`src/rtl/cfg_params.svh`:
```
// constants for the converter configuration register and its serial link
`ifndef CFG_PARAMS_SVH
`define CFG_PARAMS_SVH

`define CR_WIDTH 32
`define CR_RESET_VALUE 32'h000003FF
`define CR_UNUSED_MASK 32'h00081000
`define CR_HW_KEEP_MASK 32'h0077E3FF
`define CR_UPPER_LSB 24
`define CR_READ_EN_BIT 17
`define CR_FULL_UPD_BIT 16
`define FRAME_BITS 32
`define BIT_CNT_W 6
`define PIN_SYNC_W 24
`define DB_WIDTH 16
`define CHAIN_PIN_A 5
`define CHAIN_PIN_B 4
`define CHAIN_PIN_C 3
`define CHAIN_FIFO_DEPTH 16
`define CHAIN_FIFO_WIDTH 3
`define SCLK_PERIOD_NS 320
`define SYS_PERIOD_NS 40

`endif

```
`src/rtl/cfg_pkg.sv`:
```
// types for the converter configuration register block
package cfg_pkg;
  typedef struct packed {
    logic pair_c_enable;
    logic pair_b_enable;
    logic pair_a_enable;
    logic range_c_double;
    logic range_b_double;
    logic range_a_double;
    logic internal_ref_on;
    logic ref_buffer_off;
    logic interleaved_start;
    logic auto_sleep;
    logic status_is_irq;
    logic status_invert;
    logic unused_19;
    logic ref_is_3v;
    logic read_enable;
    logic full_update_enable;
    logic pair_c_sleep;
    logic pair_b_sleep;
    logic pair_a_sleep;
    logic unused_12;
    logic conv_clock_source;
    logic conv_clock_export;
    logic [9:0] reference_level_code;
  } converter_configuration_t;

  typedef struct packed {
    logic sclk;
    logic frame_sync_n;
    logic serial_config_in;
    logic chip_select_n;
    logic write_strobe_n;
    logic chain_enable;
    logic config_source_select;
    logic port_type_select;
    logic [15:0] data_bus;
  } pins_t;

  typedef struct packed {
    logic [31:0] port_c;
    logic [31:0] port_b;
    logic [31:0] port_a;
  } conv_words_t;
endpackage : cfg_pkg

```
`src/rtl/chain_fifo.sv`:
```
// small synchronous fifo for daisy-chain bits
`timescale 1ns/1ns
`default_nettype none
module chain_fifo #(
  parameter int WIDTH = 3,
  parameter int DEPTH = 16
) (
  input wire logic clk_sys_i,
  input wire logic rst_i,
  input wire logic in_valid_i,
  output logic in_ready_o,
  input wire logic [WIDTH-1:0] in_data_i,
  output logic out_valid_o,
  input wire logic out_ready_i,
  output logic [WIDTH-1:0] out_data_o
);
  localparam int PW = $clog2(DEPTH);
  logic [WIDTH-1:0] mem_r [DEPTH];
  logic [PW-1:0] wr_ptr_r;
  logic [PW-1:0] rd_ptr_r;
  logic [PW:0] count_r;
  wire full = (count_r == (PW+1)'(DEPTH));
  wire empty = (count_r == '0);
  wire push = in_valid_i & ~full;
  wire pop = out_ready_i & ~empty;

  assign in_ready_o = ~full;
  assign out_valid_o = ~empty;
  assign out_data_o = mem_r[rd_ptr_r];

  always_ff @(posedge clk_sys_i) begin
    if (push) begin
      mem_r[wr_ptr_r] <= in_data_i;
    end
  end

  always_ff @(posedge clk_sys_i) begin
    if (rst_i) begin
      wr_ptr_r <= '0;
      rd_ptr_r <= '0;
      count_r <= '0;
    end else begin
      if (push) wr_ptr_r <= wr_ptr_r + 1'b1;
      if (pop) rd_ptr_r <= rd_ptr_r + 1'b1;
      count_r <= count_r + (PW+1)'(push) - (PW+1)'(pop);
    end
  end
endmodule : chain_fifo
`default_nettype wire

```
`src/rtl/adc_control_register_chain.sv`:
```
// configuration register, serial/parallel access and daisy chain
`timescale 1ns/1ns
`default_nettype none
`include "cfg_params.svh"

// Function
// - top bits enable pairs c, b, a
// - range bits pick four or two times reference
// - one switches internal reference on
// - one turns reference buffers off
// - auto sleep bit, also in hardware mode
// - status pin shows busy or interrupt
// - polarity bit inverts status pin sense
// - reference voltage 2.5V or 3V
// - read enable shifts register out next access
// - serial full-update bit widens write scope
// - clock source internal or external
// - export internal clock on shared pin
// - ten-bit reference code resets to ones
// - hardware mode ignores top bits and clock bits
// - chain only serial and enable pin high
// - data pins 5,4,3 feed chain inputs
// - write lands at strobe rise or 32nd fall
// - writable only in software mode, retained
// - latch on fall, shift out msb on rise
module adc_control_register_chain (
  input wire logic clk_sys_i,
  input wire logic rst_i,
  input wire cfg_pkg::pins_t pins_i,
  input wire cfg_pkg::conv_words_t conv_words_i,
  input wire logic conv_busy_i,
  input wire logic conv_irq_i,
  input wire logic int_conv_clk_i,
  output cfg_pkg::converter_configuration_t eff_cfg_o,
  output logic [31:0] converter_configuration_o,
  output logic [2:0] serial_out_port_o,
  output logic status_pin_o,
  output logic shared_clk_o,
  output logic shared_clk_oe_n_o
);
  import cfg_pkg::*;

  // masks bits that hardware mode ignores
  function automatic logic [31:0] hw_view(input logic [31:0] cr,
                                         input logic sw_mode);
    hw_view = sw_mode ? cr : (cr & `CR_HW_KEEP_MASK);
  endfunction : hw_view

  // unused bits are stored as zero whatever the host sends
  function automatic logic [31:0] clean(input logic [31:0] v);
    clean = v & ~`CR_UNUSED_MASK;
  endfunction : clean

  // pin synchroniser, second stage is the only reader of the first
  pins_t sync1_r;
  pins_t sync2_r;
  pins_t prev_r;

  always_ff @(posedge clk_sys_i) begin
    if (rst_i) begin
      sync1_r <= '1;
      sync2_r <= '1;
      prev_r <= '1;
    end else begin
      sync1_r <= pins_i;
      sync2_r <= sync1_r;
      prev_r <= sync2_r;
    end
  end

  wire sw_mode = sync2_r.config_source_select;
  wire serial_mode = sync2_r.port_type_select;
  wire sclk_rise = sync2_r.sclk & ~prev_r.sclk;
  wire sclk_fall = ~sync2_r.sclk & prev_r.sclk;
  wire fs_fall = ~sync2_r.frame_sync_n & prev_r.frame_sync_n;
  wire in_frame = ~sync2_r.frame_sync_n;
  wire wr_rise = sync2_r.write_strobe_n & ~prev_r.write_strobe_n;
  wire chain_on = serial_mode & sync2_r.chain_enable;

  // configuration register
  logic [31:0] cr_r;
  logic [31:0] cr_nxt;
  logic [7:0] par_hold_r;
  logic par_second_r;

  // serial input side
  logic [31:0] in_sreg_r;
  logic [`BIT_CNT_W-1:0] in_cnt_r;
  logic [31:0] in_word;
  wire ser_last_fall = in_frame & sclk_fall &
                       (in_cnt_r == `BIT_CNT_W'(`FRAME_BITS - 1));
  assign in_word = {in_sreg_r[30:0], sync2_r.serial_config_in};

  always_ff @(posedge clk_sys_i) begin
    if (rst_i) begin
      in_sreg_r <= '0;
      in_cnt_r <= '0;
    end else if (fs_fall) begin
      in_cnt_r <= '0;
    end else if (in_frame & sclk_fall) begin
      in_sreg_r <= in_word;
      if (in_cnt_r != `BIT_CNT_W'(`FRAME_BITS)) in_cnt_r <= in_cnt_r + 1'b1;
    end
  end

  wire par_write = ~serial_mode & sw_mode & wr_rise &
                   ~sync2_r.chip_select_n;
  wire ser_write = serial_mode & sw_mode & ser_last_fall;

  always_comb begin
    cr_nxt = cr_r;
    if (ser_write) begin
      if (in_word[`CR_FULL_UPD_BIT]) begin
        cr_nxt = clean(in_word);
      end else begin
        cr_nxt[31:`CR_UPPER_LSB] = in_word[31:`CR_UPPER_LSB];
      end
    end else if (par_write) begin
      if (!par_second_r) begin
        cr_nxt[31:`CR_UPPER_LSB] = sync2_r.data_bus[15:8];
      end else begin
        cr_nxt[23:0] = 24'(clean({8'h00, par_hold_r, sync2_r.data_bus}));
      end
    end
  end

  // commit at strobe rise or 32nd fall
  always_ff @(posedge clk_sys_i) begin
    if (rst_i) begin
      cr_r <= `CR_RESET_VALUE;
    end else begin
      cr_r <= cr_nxt;
    end
  end

  // two word writes while chip select stays low; a lone first word
  // still lands the upper byte
  always_ff @(posedge clk_sys_i) begin
    if (rst_i) begin
      par_hold_r <= '0;
      par_second_r <= 1'b0;
    end else if (sync2_r.chip_select_n) begin
      par_second_r <= 1'b0;
    end else if (par_write) begin
      par_hold_r <= sync2_r.data_bus[7:0];
      par_second_r <= ~par_second_r;
    end
  end

  converter_configuration_t eff_nxt;
  assign eff_nxt = converter_configuration_t'(hw_view(cr_r, sw_mode));

  always_ff @(posedge clk_sys_i) begin
    if (rst_i) begin
      eff_cfg_o <= converter_configuration_t'(`CR_RESET_VALUE);
    end else begin
      // clock source, all passed through the view
      eff_cfg_o <= eff_nxt;
    end
  end

  assign converter_configuration_o = cr_r;

  wire status_nxt = eff_nxt.status_is_irq ?
                    (conv_irq_i ~^ eff_nxt.status_invert) :
                    (conv_busy_i ^ eff_nxt.status_invert);

  always_ff @(posedge clk_sys_i) begin
    if (rst_i) begin
      status_pin_o <= 1'b0;
    end else begin
      status_pin_o <= status_nxt;
    end
  end

  // external source means the pin is an input
  wire export_clk = eff_nxt.conv_clock_export &
                    ~eff_nxt.conv_clock_source;
  assign shared_clk_o = int_conv_clk_i;
  assign shared_clk_oe_n_o = ~export_clk;

  wire [2:0] chain_bits = {sync2_r.data_bus[`CHAIN_PIN_C],
                           sync2_r.data_bus[`CHAIN_PIN_B],
                           sync2_r.data_bus[`CHAIN_PIN_A]};

  // chain fifo: filled on falling edges, drained on rising edges once
  // the own words are out; a full fifo refuses and the bit is lost,
  // so upstream bits 17 to 32 of a frame are lost until the 33rd rise pops
  logic fifo_in_ready;
  logic fifo_out_valid;
  logic [2:0] fifo_out_data;
  logic own_done_r;
  logic [`BIT_CNT_W-1:0] out_cnt_r;
  // own word ends once 32 rises have passed; the 33rd rise pops
  wire own_last = (out_cnt_r == `BIT_CNT_W'(`FRAME_BITS));
  wire fifo_push = chain_on & in_frame & sclk_fall & fifo_in_ready;
  wire fifo_pop = chain_on & in_frame & sclk_rise &
                  (own_done_r | own_last);
  // fifo is flushed at each frame start
  logic fifo_rst;
  assign fifo_rst = rst_i | fs_fall;

  chain_fifo #(
    .WIDTH(`CHAIN_FIFO_WIDTH),
    .DEPTH(`CHAIN_FIFO_DEPTH)
  ) u_chain_fifo (
    .clk_sys_i(clk_sys_i),
    .rst_i(fifo_rst),
    .in_valid_i(fifo_push),
    .in_ready_o(fifo_in_ready),
    .in_data_i(chain_bits),
    .out_valid_o(fifo_out_valid),
    .out_ready_i(fifo_pop),
    .out_data_o(fifo_out_data)
  );

  // serial output side
  logic [31:0] out_a_r;
  logic [31:0] out_b_r;
  logic [31:0] out_c_r;
  logic [2:0] chain_out_r;
  logic chain_frame_r;

  // readback replaces results on every access while the read enable bit stays set
  wire readback = cr_r[`CR_READ_EN_BIT];

  // load msb at frame start, shift on rising edge
  always_ff @(posedge clk_sys_i) begin
    if (rst_i) begin
      out_a_r <= '0;
      out_b_r <= '0;
      out_c_r <= '0;
      out_cnt_r <= '0;
      own_done_r <= 1'b0;
    end else if (fs_fall) begin
      out_a_r <= readback ? cr_r : conv_words_i.port_a;
      out_b_r <= readback ? cr_r : conv_words_i.port_b;
      out_c_r <= readback ? cr_r : conv_words_i.port_c;
      out_cnt_r <= '0;
      own_done_r <= 1'b0;
    end else if (in_frame & sclk_rise & ~own_done_r) begin
      // msb already stands from frame start, so the first rise keeps it
      if (out_cnt_r != '0) begin
        out_a_r <= {out_a_r[30:0], 1'b0};
        out_b_r <= {out_b_r[30:0], 1'b0};
        out_c_r <= {out_c_r[30:0], 1'b0};
      end
      if (own_last) begin
        own_done_r <= 1'b1;
      end else begin
        out_cnt_r <= out_cnt_r + 1'b1;
      end
    end
  end

  // chain gate held per frame, so a pin change between frames
  // cannot move the serial outputs without a clock rise
  always_ff @(posedge clk_sys_i) begin
    if (rst_i) begin
      chain_frame_r <= 1'b0;
    end else if (fs_fall) begin
      chain_frame_r <= chain_on;
    end
  end

  always_ff @(posedge clk_sys_i) begin
    if (rst_i | fs_fall) begin
      chain_out_r <= '0;
    end else if (fifo_pop) begin
      chain_out_r <= fifo_out_valid ? fifo_out_data : 3'h0;
    end
  end

  wire [2:0] ser_nxt = own_done_r ?
                       (chain_frame_r ? chain_out_r : 3'h0) :
                       {out_c_r[31], out_b_r[31], out_a_r[31]};

  always_ff @(posedge clk_sys_i) begin
    if (rst_i) begin
      serial_out_port_o <= '0;
    end else begin
      serial_out_port_o <= ser_nxt;
    end
  end
endmodule : adc_control_register_chain
`default_nettype wire

```
`config.mk`:
```
export PLATFORM = sky130hd
export DESIGN_NAME = adc_control_register_chain
export DESIGN_NICKNAME = d
export VERILOG_FILES = /design/src/rtl/cfg_pkg.sv /design/src/rtl/chain_fifo.sv /design/src/rtl/adc_control_register_chain.sv
export VERILOG_INCLUDE_DIRS = /design/src /design/src/rtl
export SDC_FILE = /design/constraint.sdc
export NUM_CORES = 1
export LEC_CHECK = 0
export ABC_AREA = 1
export BUFFER_PORTS_ARGS = -buffer_cell sky130_fd_sc_hd__buf_2
export CAP_MARGIN = 20
export CORE_ASPECT_RATIO = 1.2
export CORE_UTILIZATION = 58
export DETAILED_ROUTE_END_ITERATION = 7
export PLACE_DENSITY = 0.8
export SLEW_MARGIN = 25
export SYNTH_ARGS = -nofsm -noshare
export SYNTH_HDL_FRONTEND = slang
export SYNTH_HIERARCHICAL = 1
export SYNTH_SLANG_ARGS = --single-unit
```
`constraint.sdc`:
```
create_clock -name clk_sys_i -period 3.2 [get_ports clk_sys_i]
set_input_delay 0.48 -clock clk_sys_i [delete_from_list [all_inputs] [get_ports clk_sys_i]]
set_output_delay 0.48 -clock clk_sys_i [all_outputs]
set_load 0.02 [all_outputs]
```
# == Word-level counts from Yosys, hierarchy flattened ==
# Memories as Yosys holds them, arrays and structs flattened. A register that Yosys moved wholly into a read port is not among the register bits.
# Cells that the tools add are included.
# classes
mul,0
add_sub_neg,6
eq_ne,6
mux,26
n_reduce_logical,17
n_div,0
n_lt_le_gt_ge,0
shift,0
n_bitwise,41
# op_table
cell,count
32-bit two-way mux,14
24-bit two-way mux,2
1-bit bitwise AND,22
1-bit inverter,15
2-bit AND reduction,7
"6-bit by 1-bit adder with 6-bit output, second input constant",2
12-bit two-way mux,1
3-bit two-way mux,3
"4-bit by 1-bit adder with 4-bit output, second input constant",2
4-bit two-way mux,2
8-bit two-way mux,1
2-bit nonzero test,4
"6-bit by 5-bit == test with 1-bit output, second input constant",1
"6-bit == test, second input constant",1
"6-bit != test, second input constant",1
6-bit nonzero test,1
2-bit OR reduction,3
5-bit by 1-bit adder with 5-bit output,1
"5-bit == test, second input constant",1
5-bit zero test,1
5-bit by 1-bit subtractor with 5-bit output,1
1-bit two-way mux,3
3-bit AND reduction,1
"2-bit by 1-bit != test with 1-bit output, second input constant",1
other kinds (4),5
# word_totals
regBits,285
wordCells,159
rom_bits,0
output_inout_bits,70
latch_bits,0
in_bits,125
mem_count,1
mem_bits_rw,48
# memory_table
memory,depth,width,rd,rd_ports_with_merged_regs,wr,line_no,text
u_chain_fifo.mem_r,16,3,1,1,1,chain_fifo.sv:18,logic [WIDTH-1:0] mem_r [DEPTH];

# == Longest topological paths before layout ==
# depth
word_depth,7
depth_mapped,20

# == Cells and area by module ==
# The synthesis kept the hierarchy.
# by_module_without_submodules
module,cells_per_inst,instances,seq_area_each_um2,area_each_um2
adc_control_register_chain,1623,1,5345.1,11454.7
chain_fifo,327,1,1781.7,3040.4

# == Worst setup path before layout ==
# OpenSTA, ideal clock, no wires.
# synth_timing
path_type,register to register
start,register out_cnt_r[0]
end,register u_chain_fifo.count_r[4]
period_less_slack_ns,2.779
stages_incl_launch_ff,21
arrival_time_ns,2.666
setup_slack_ns,0.421
n_path_buf,0
path_cell_list,dfxtp_1 -> inv_1 -> ha_1 -> nand2_1 -> nor2_2 -> nand3_1 -> nand2_1 -> inv_1 -> nor3_1 -> nand2_2 -> inv_1 -> ha_1 -> inv_1 -> ha_1 -> fa_1 -> nand2_1 -> a21oi_1 -> nor2_1 -> nand2_1 -> nand2_1 -> nor2_1
# synth_via
elab_chain_cells,5
# synth_rtl
element,line_no,text
from (decl),adc_control_register_chain.sv:193,logic [`BIT_CNT_W-1:0] out_cnt_r;
from (signal assigned),adc_control_register_chain.sv:251,out_cnt_r <= out_cnt_r + 1'b1;
6-bit == test,adc_control_register_chain.sv:195,wire own_last = (out_cnt_r == `BIT_CNT_W'(`FRAME_BITS));
1-bit OR,adc_control_register_chain.sv:198,(own_done_r | own_last);
1-bit bitwise AND,adc_control_register_chain.sv:197,wire fifo_pop = chain_on & in_frame & sclk_rise &
net fifo_pop,adc_control_register_chain.sv:197,
1-bit bitwise AND,chain_fifo.sv:25,wire pop = out_ready_i & ~empty;
5-bit by 1-bit subtractor with 5-bit output,chain_fifo.sv:45,count_r <= count_r + (PW+1)'(push) - (PW+1)'(pop);
to (signal assigned),chain_fifo.sv:45,
to (decl),chain_fifo.sv:21,logic [PW:0] count_r;
# The timed path passes the listed nets, and every way through them passes these cells.
# A chain may end at the register's enable or synchronous reset.

# == Worst setup path in the final report ==
# Ends and elaborated chain as after synthesis.

==> qor.yml <==
status:
  status: "finished clean"
grt:
  grt_pass1_vias: 11800
  grt-ovfl-total: 0
  grt_start_max_net_pins: 78
  globalRouteTotalUtil_pct: 28.0
  grt_antenna_before_repair: 0
  grt_pass1_wl_mm: 57.6
setup_path:
  slowest_stage: "fa_1"
  startpoint: "out_cnt_r[0]"
  crit_required_ns: 3.61
  rr_startpoint: "out_cnt_r[0]"
  arrival_ns: 3.45
  crit_path_max_fanout: 6
  cp_top_family: "adder cells"
  path_cells: "inv_1 > ha_1 > nand2_1 > nor2_2 > nand3_1 > nand2_2 > inv_1 > nor3_2 > buf_4 > nand2_2 > inv_1 > ha_1 > inv_1 > ha_1 > fa_1 > nand2_1 > a21oi_1 > nor2_1 > nand2_1 > nand2_1 > nor2_1"
  crit_buf_inv: 5
  critical_path_class: "reg2reg"
  slowest_delay_ns: 0.42
  start_kind: "register"
  crit_path_end_kind: "register"
run:
  maxCapViolations: 0
sta:
  report.final.slew_viol_count: 0
  fin_crit_sh_pct: 95.0
  fin_hold_ws_ns: 0.142
  setup_tns_ns: 0
  rsz0062_at_grt: "no"
  relSlewSlack_pct: 48.1
  max_freq_mhz: 329
  finalCriticalPeriod_ns: 3.04
  report.final.hold_viol_count: 0
  finClkSkew_ns: 0.0144
  worstMarginPinSlew_ns: 0.777
  setup_viol: 0
die:
  initial_utilization_pct: 58.9
  die_h_um: 175
  dieWidth_um: 146
  core_area_um2: 24600
  rows: 63
  die-area_um2: 25600
  io-pin-count: 195
cts:
  holdBufCountCts: 0
  cts_buffer_depth: 3
  clkSlewWorstSetupHoldPaths_ns: 0.06
  cts_sinks: 332
  cts_buffers: 34
  clock_latency_ns: 0.52
  cts-root-buf: "clkbuf_16"
  cts_tree: "yes"
  htreeDepth: 2
synth:
  synth_edf_count: 48
  synth-simple-area-share_pct: 29.8
  synth_seq_cells: 332
  synthCells: 1950
  synth_seq_area_share_pct: 49.2
  ys_async_sr_fraction_pct: 0
  synthAdderAreaFrac_pct: 1.43
  synth_xor_area_share_pct: 0.544
  yosys.area.top_type_share_pct: 39.2
  synth_cell_types: 38
  synth_ff_type: "dfxtp_1"
  synth.yosys.warnings: 6
  muxShareOfSynthArea_pct: 0
  synth_top_cell_by_area: "dfxtp_1"
  syn_avg_cell_area_um2: 7.43
  synth_area_leaders: "dfxtp_1 39%, nand2_1 14%, edfxtp_1 9.9%"
  synth_top_family_by_area: "simple AND/OR/NAND/NOR gates"
  mappedNetlistArea_um2: 14500
  synth_compound_area_share_pct: 9.68
power:
  p_clk_share_pct: 44.3
  power.internal_w: 0.00677
  p_seq_share_pct: 50.2
  p_per_area_nw_per_um2: 531
  switching_power_w: 0.00193
  power_leakage_nw: 7.56
  switching_share_pct: 22.2
  ir_drop_mv: 0.475
  combPwrFrac_pct: 5.5
detailed_routing:
  vias: 12900
  final_antenna_net_count: 0
  drc_errors: 0
  drt_iter0_drc: 1200
  wl_per_cell_um: 14.9
  dr.pass1.iters: 8
  wirelength_mm: 35.9
  viasPerCell: 5.33
finish:
  antennaDiodeCount: 0
  fin_cells: 2417
  final_cell_mix: "547 x nand2_1, 295 x nor2_1, 284 x dfxtp_1, 197 x a21oi_1, 188 x buf_2"
  finalNetCount: 2211
  drive_above_1_share_pct: 16.8
  mostFrequentLayoutCell: "nand2_1"
  areaGrowthSynthToFinish_pct: 12.9
  final_util_pct: 66.5
hold_path:
  hp-class: "in2reg"
  hold_start: "pins_i[12]"
place:
  place_inst: 2357
  dp_hpwl_mm: 24.5
  place.gp.congestion: 0.913
  portBuffers: 188
[cells by family after synthesis]
group | Yosys count
xor+xnor | 9
simple gates | 1036
fa+ha+maj | 16
other cells | 1
compound gates | 277
flops | 332
buf+inv | 279
[Yosys cell counts, types with 2 or more instances]
| library cell | n |
|---|---|
| a211oi_1 | 2 |
| a21oi_1 | 197 |
| a22oi_1 | 3 |
| buf_1 | 4 |
| buf_2 | 24 |
| buf_4 | 36 |
| buf_6 | 19 |
| clkbuf_1 | 44 |
| dfxtp_1 | 284 |
| edfxtp_1 | 48 |
| ha_1 | 15 |
| inv_1 | 142 |
| inv_2 | 9 |
| nand2_1 | 550 |
| nand2_2 | 6 |
| nand2_4 | 3 |
| nand3_1 | 100 |
| nand4_1 | 8 |
| nand4_4 | 2 |
| nor2_1 | 296 |
| nor2_2 | 2 |
| nor3_1 | 3 |
| o21ai_0 | 73 |
| or2_2 | 59 |
| xor2_1 | 8 |
[power by group through the flow]
stage               logic (W)  registers [W]  clock network [W]
floorplan            0.000330        0.00444                  0
global placement     0.000460        0.00445                  0
detailed placement   0.000469        0.00446                  0
CTS                  0.000473        0.00437            0.00390
global route         0.000539        0.00437            0.00408
finish               0.000475        0.00437            0.00385
[flip-flops by register name, summed over array words and instances, names as in the netlist, 3 cells and up, named ones only]
signal	flops
u_chain_fifo/mem_r	48
u_chain_fifo/rd_ptr_r	4
out_cnt_r	6
chain_bits	3
eff_cfg_o	30
prev_r	3
converter_configuration_o	30
out_a_r	32
serial_out_port_o	3
in_sreg_r	31
par_hold_r	7
chain_out_r	3
sync1_r	24
u_chain_fifo/wr_ptr_r	4
out_c_r	32
u_chain_fifo/count_r	5
out_b_r	32
in_cnt_r	6
sync2_r	18
[path summary, 6_finish.rpt]
| kind | end | slack (ns) | cells past startpoint |
|---|---|---|---|
| min | sync1_r[12] | 0.14 | 2 |
| min reg2reg | chain_bits[1] | 0.41 | 1 |
| max | u_chain_fifo/count_r[4] | 0.16 | 21 |
| max reg2reg | u_chain_fifo/count_r[4] | 0.16 | 21 |
[metrics by stage]
stage	power, W	instance area (µm²)	worst slack [ns]
final	0.00870	16400	0.159
after global routing	0.00899	16400	0.00554
after CTS	0.00874	16300	0.160
after detailed placement	0.00493	15300	0.179
after global placement	0.00491	15300	0.318
after floorplan	0.00477	14500	0.421
[area by class of cell]
cell class | instances | area (µm²)
Clock buffer | 48 | 997
Clock inverter | 10 | 86.3
Fill cell | 2078 | 8230
Inverter | 152 | 574
Multi-Input combinational cell | 1342 | 6050
Sequential cell | 332 | 7130
Tap cell | 325 | 407
Timing Repair Buffer | 208 | 1130
[metal layers]
layer	routed length, µm	GRT usage (%)
met2	17100	47.0
met4	1430	13.4
met5	0	0
met1	14700	35.1
met3	2730	4.41
[timing repair]
item / in CTS / in global routing
resized for setup: 0 / 2
setup buffers: 0 / 2
endpoints found under the setup margin: 0 / 1
Power figures use the tool's default switching activity.
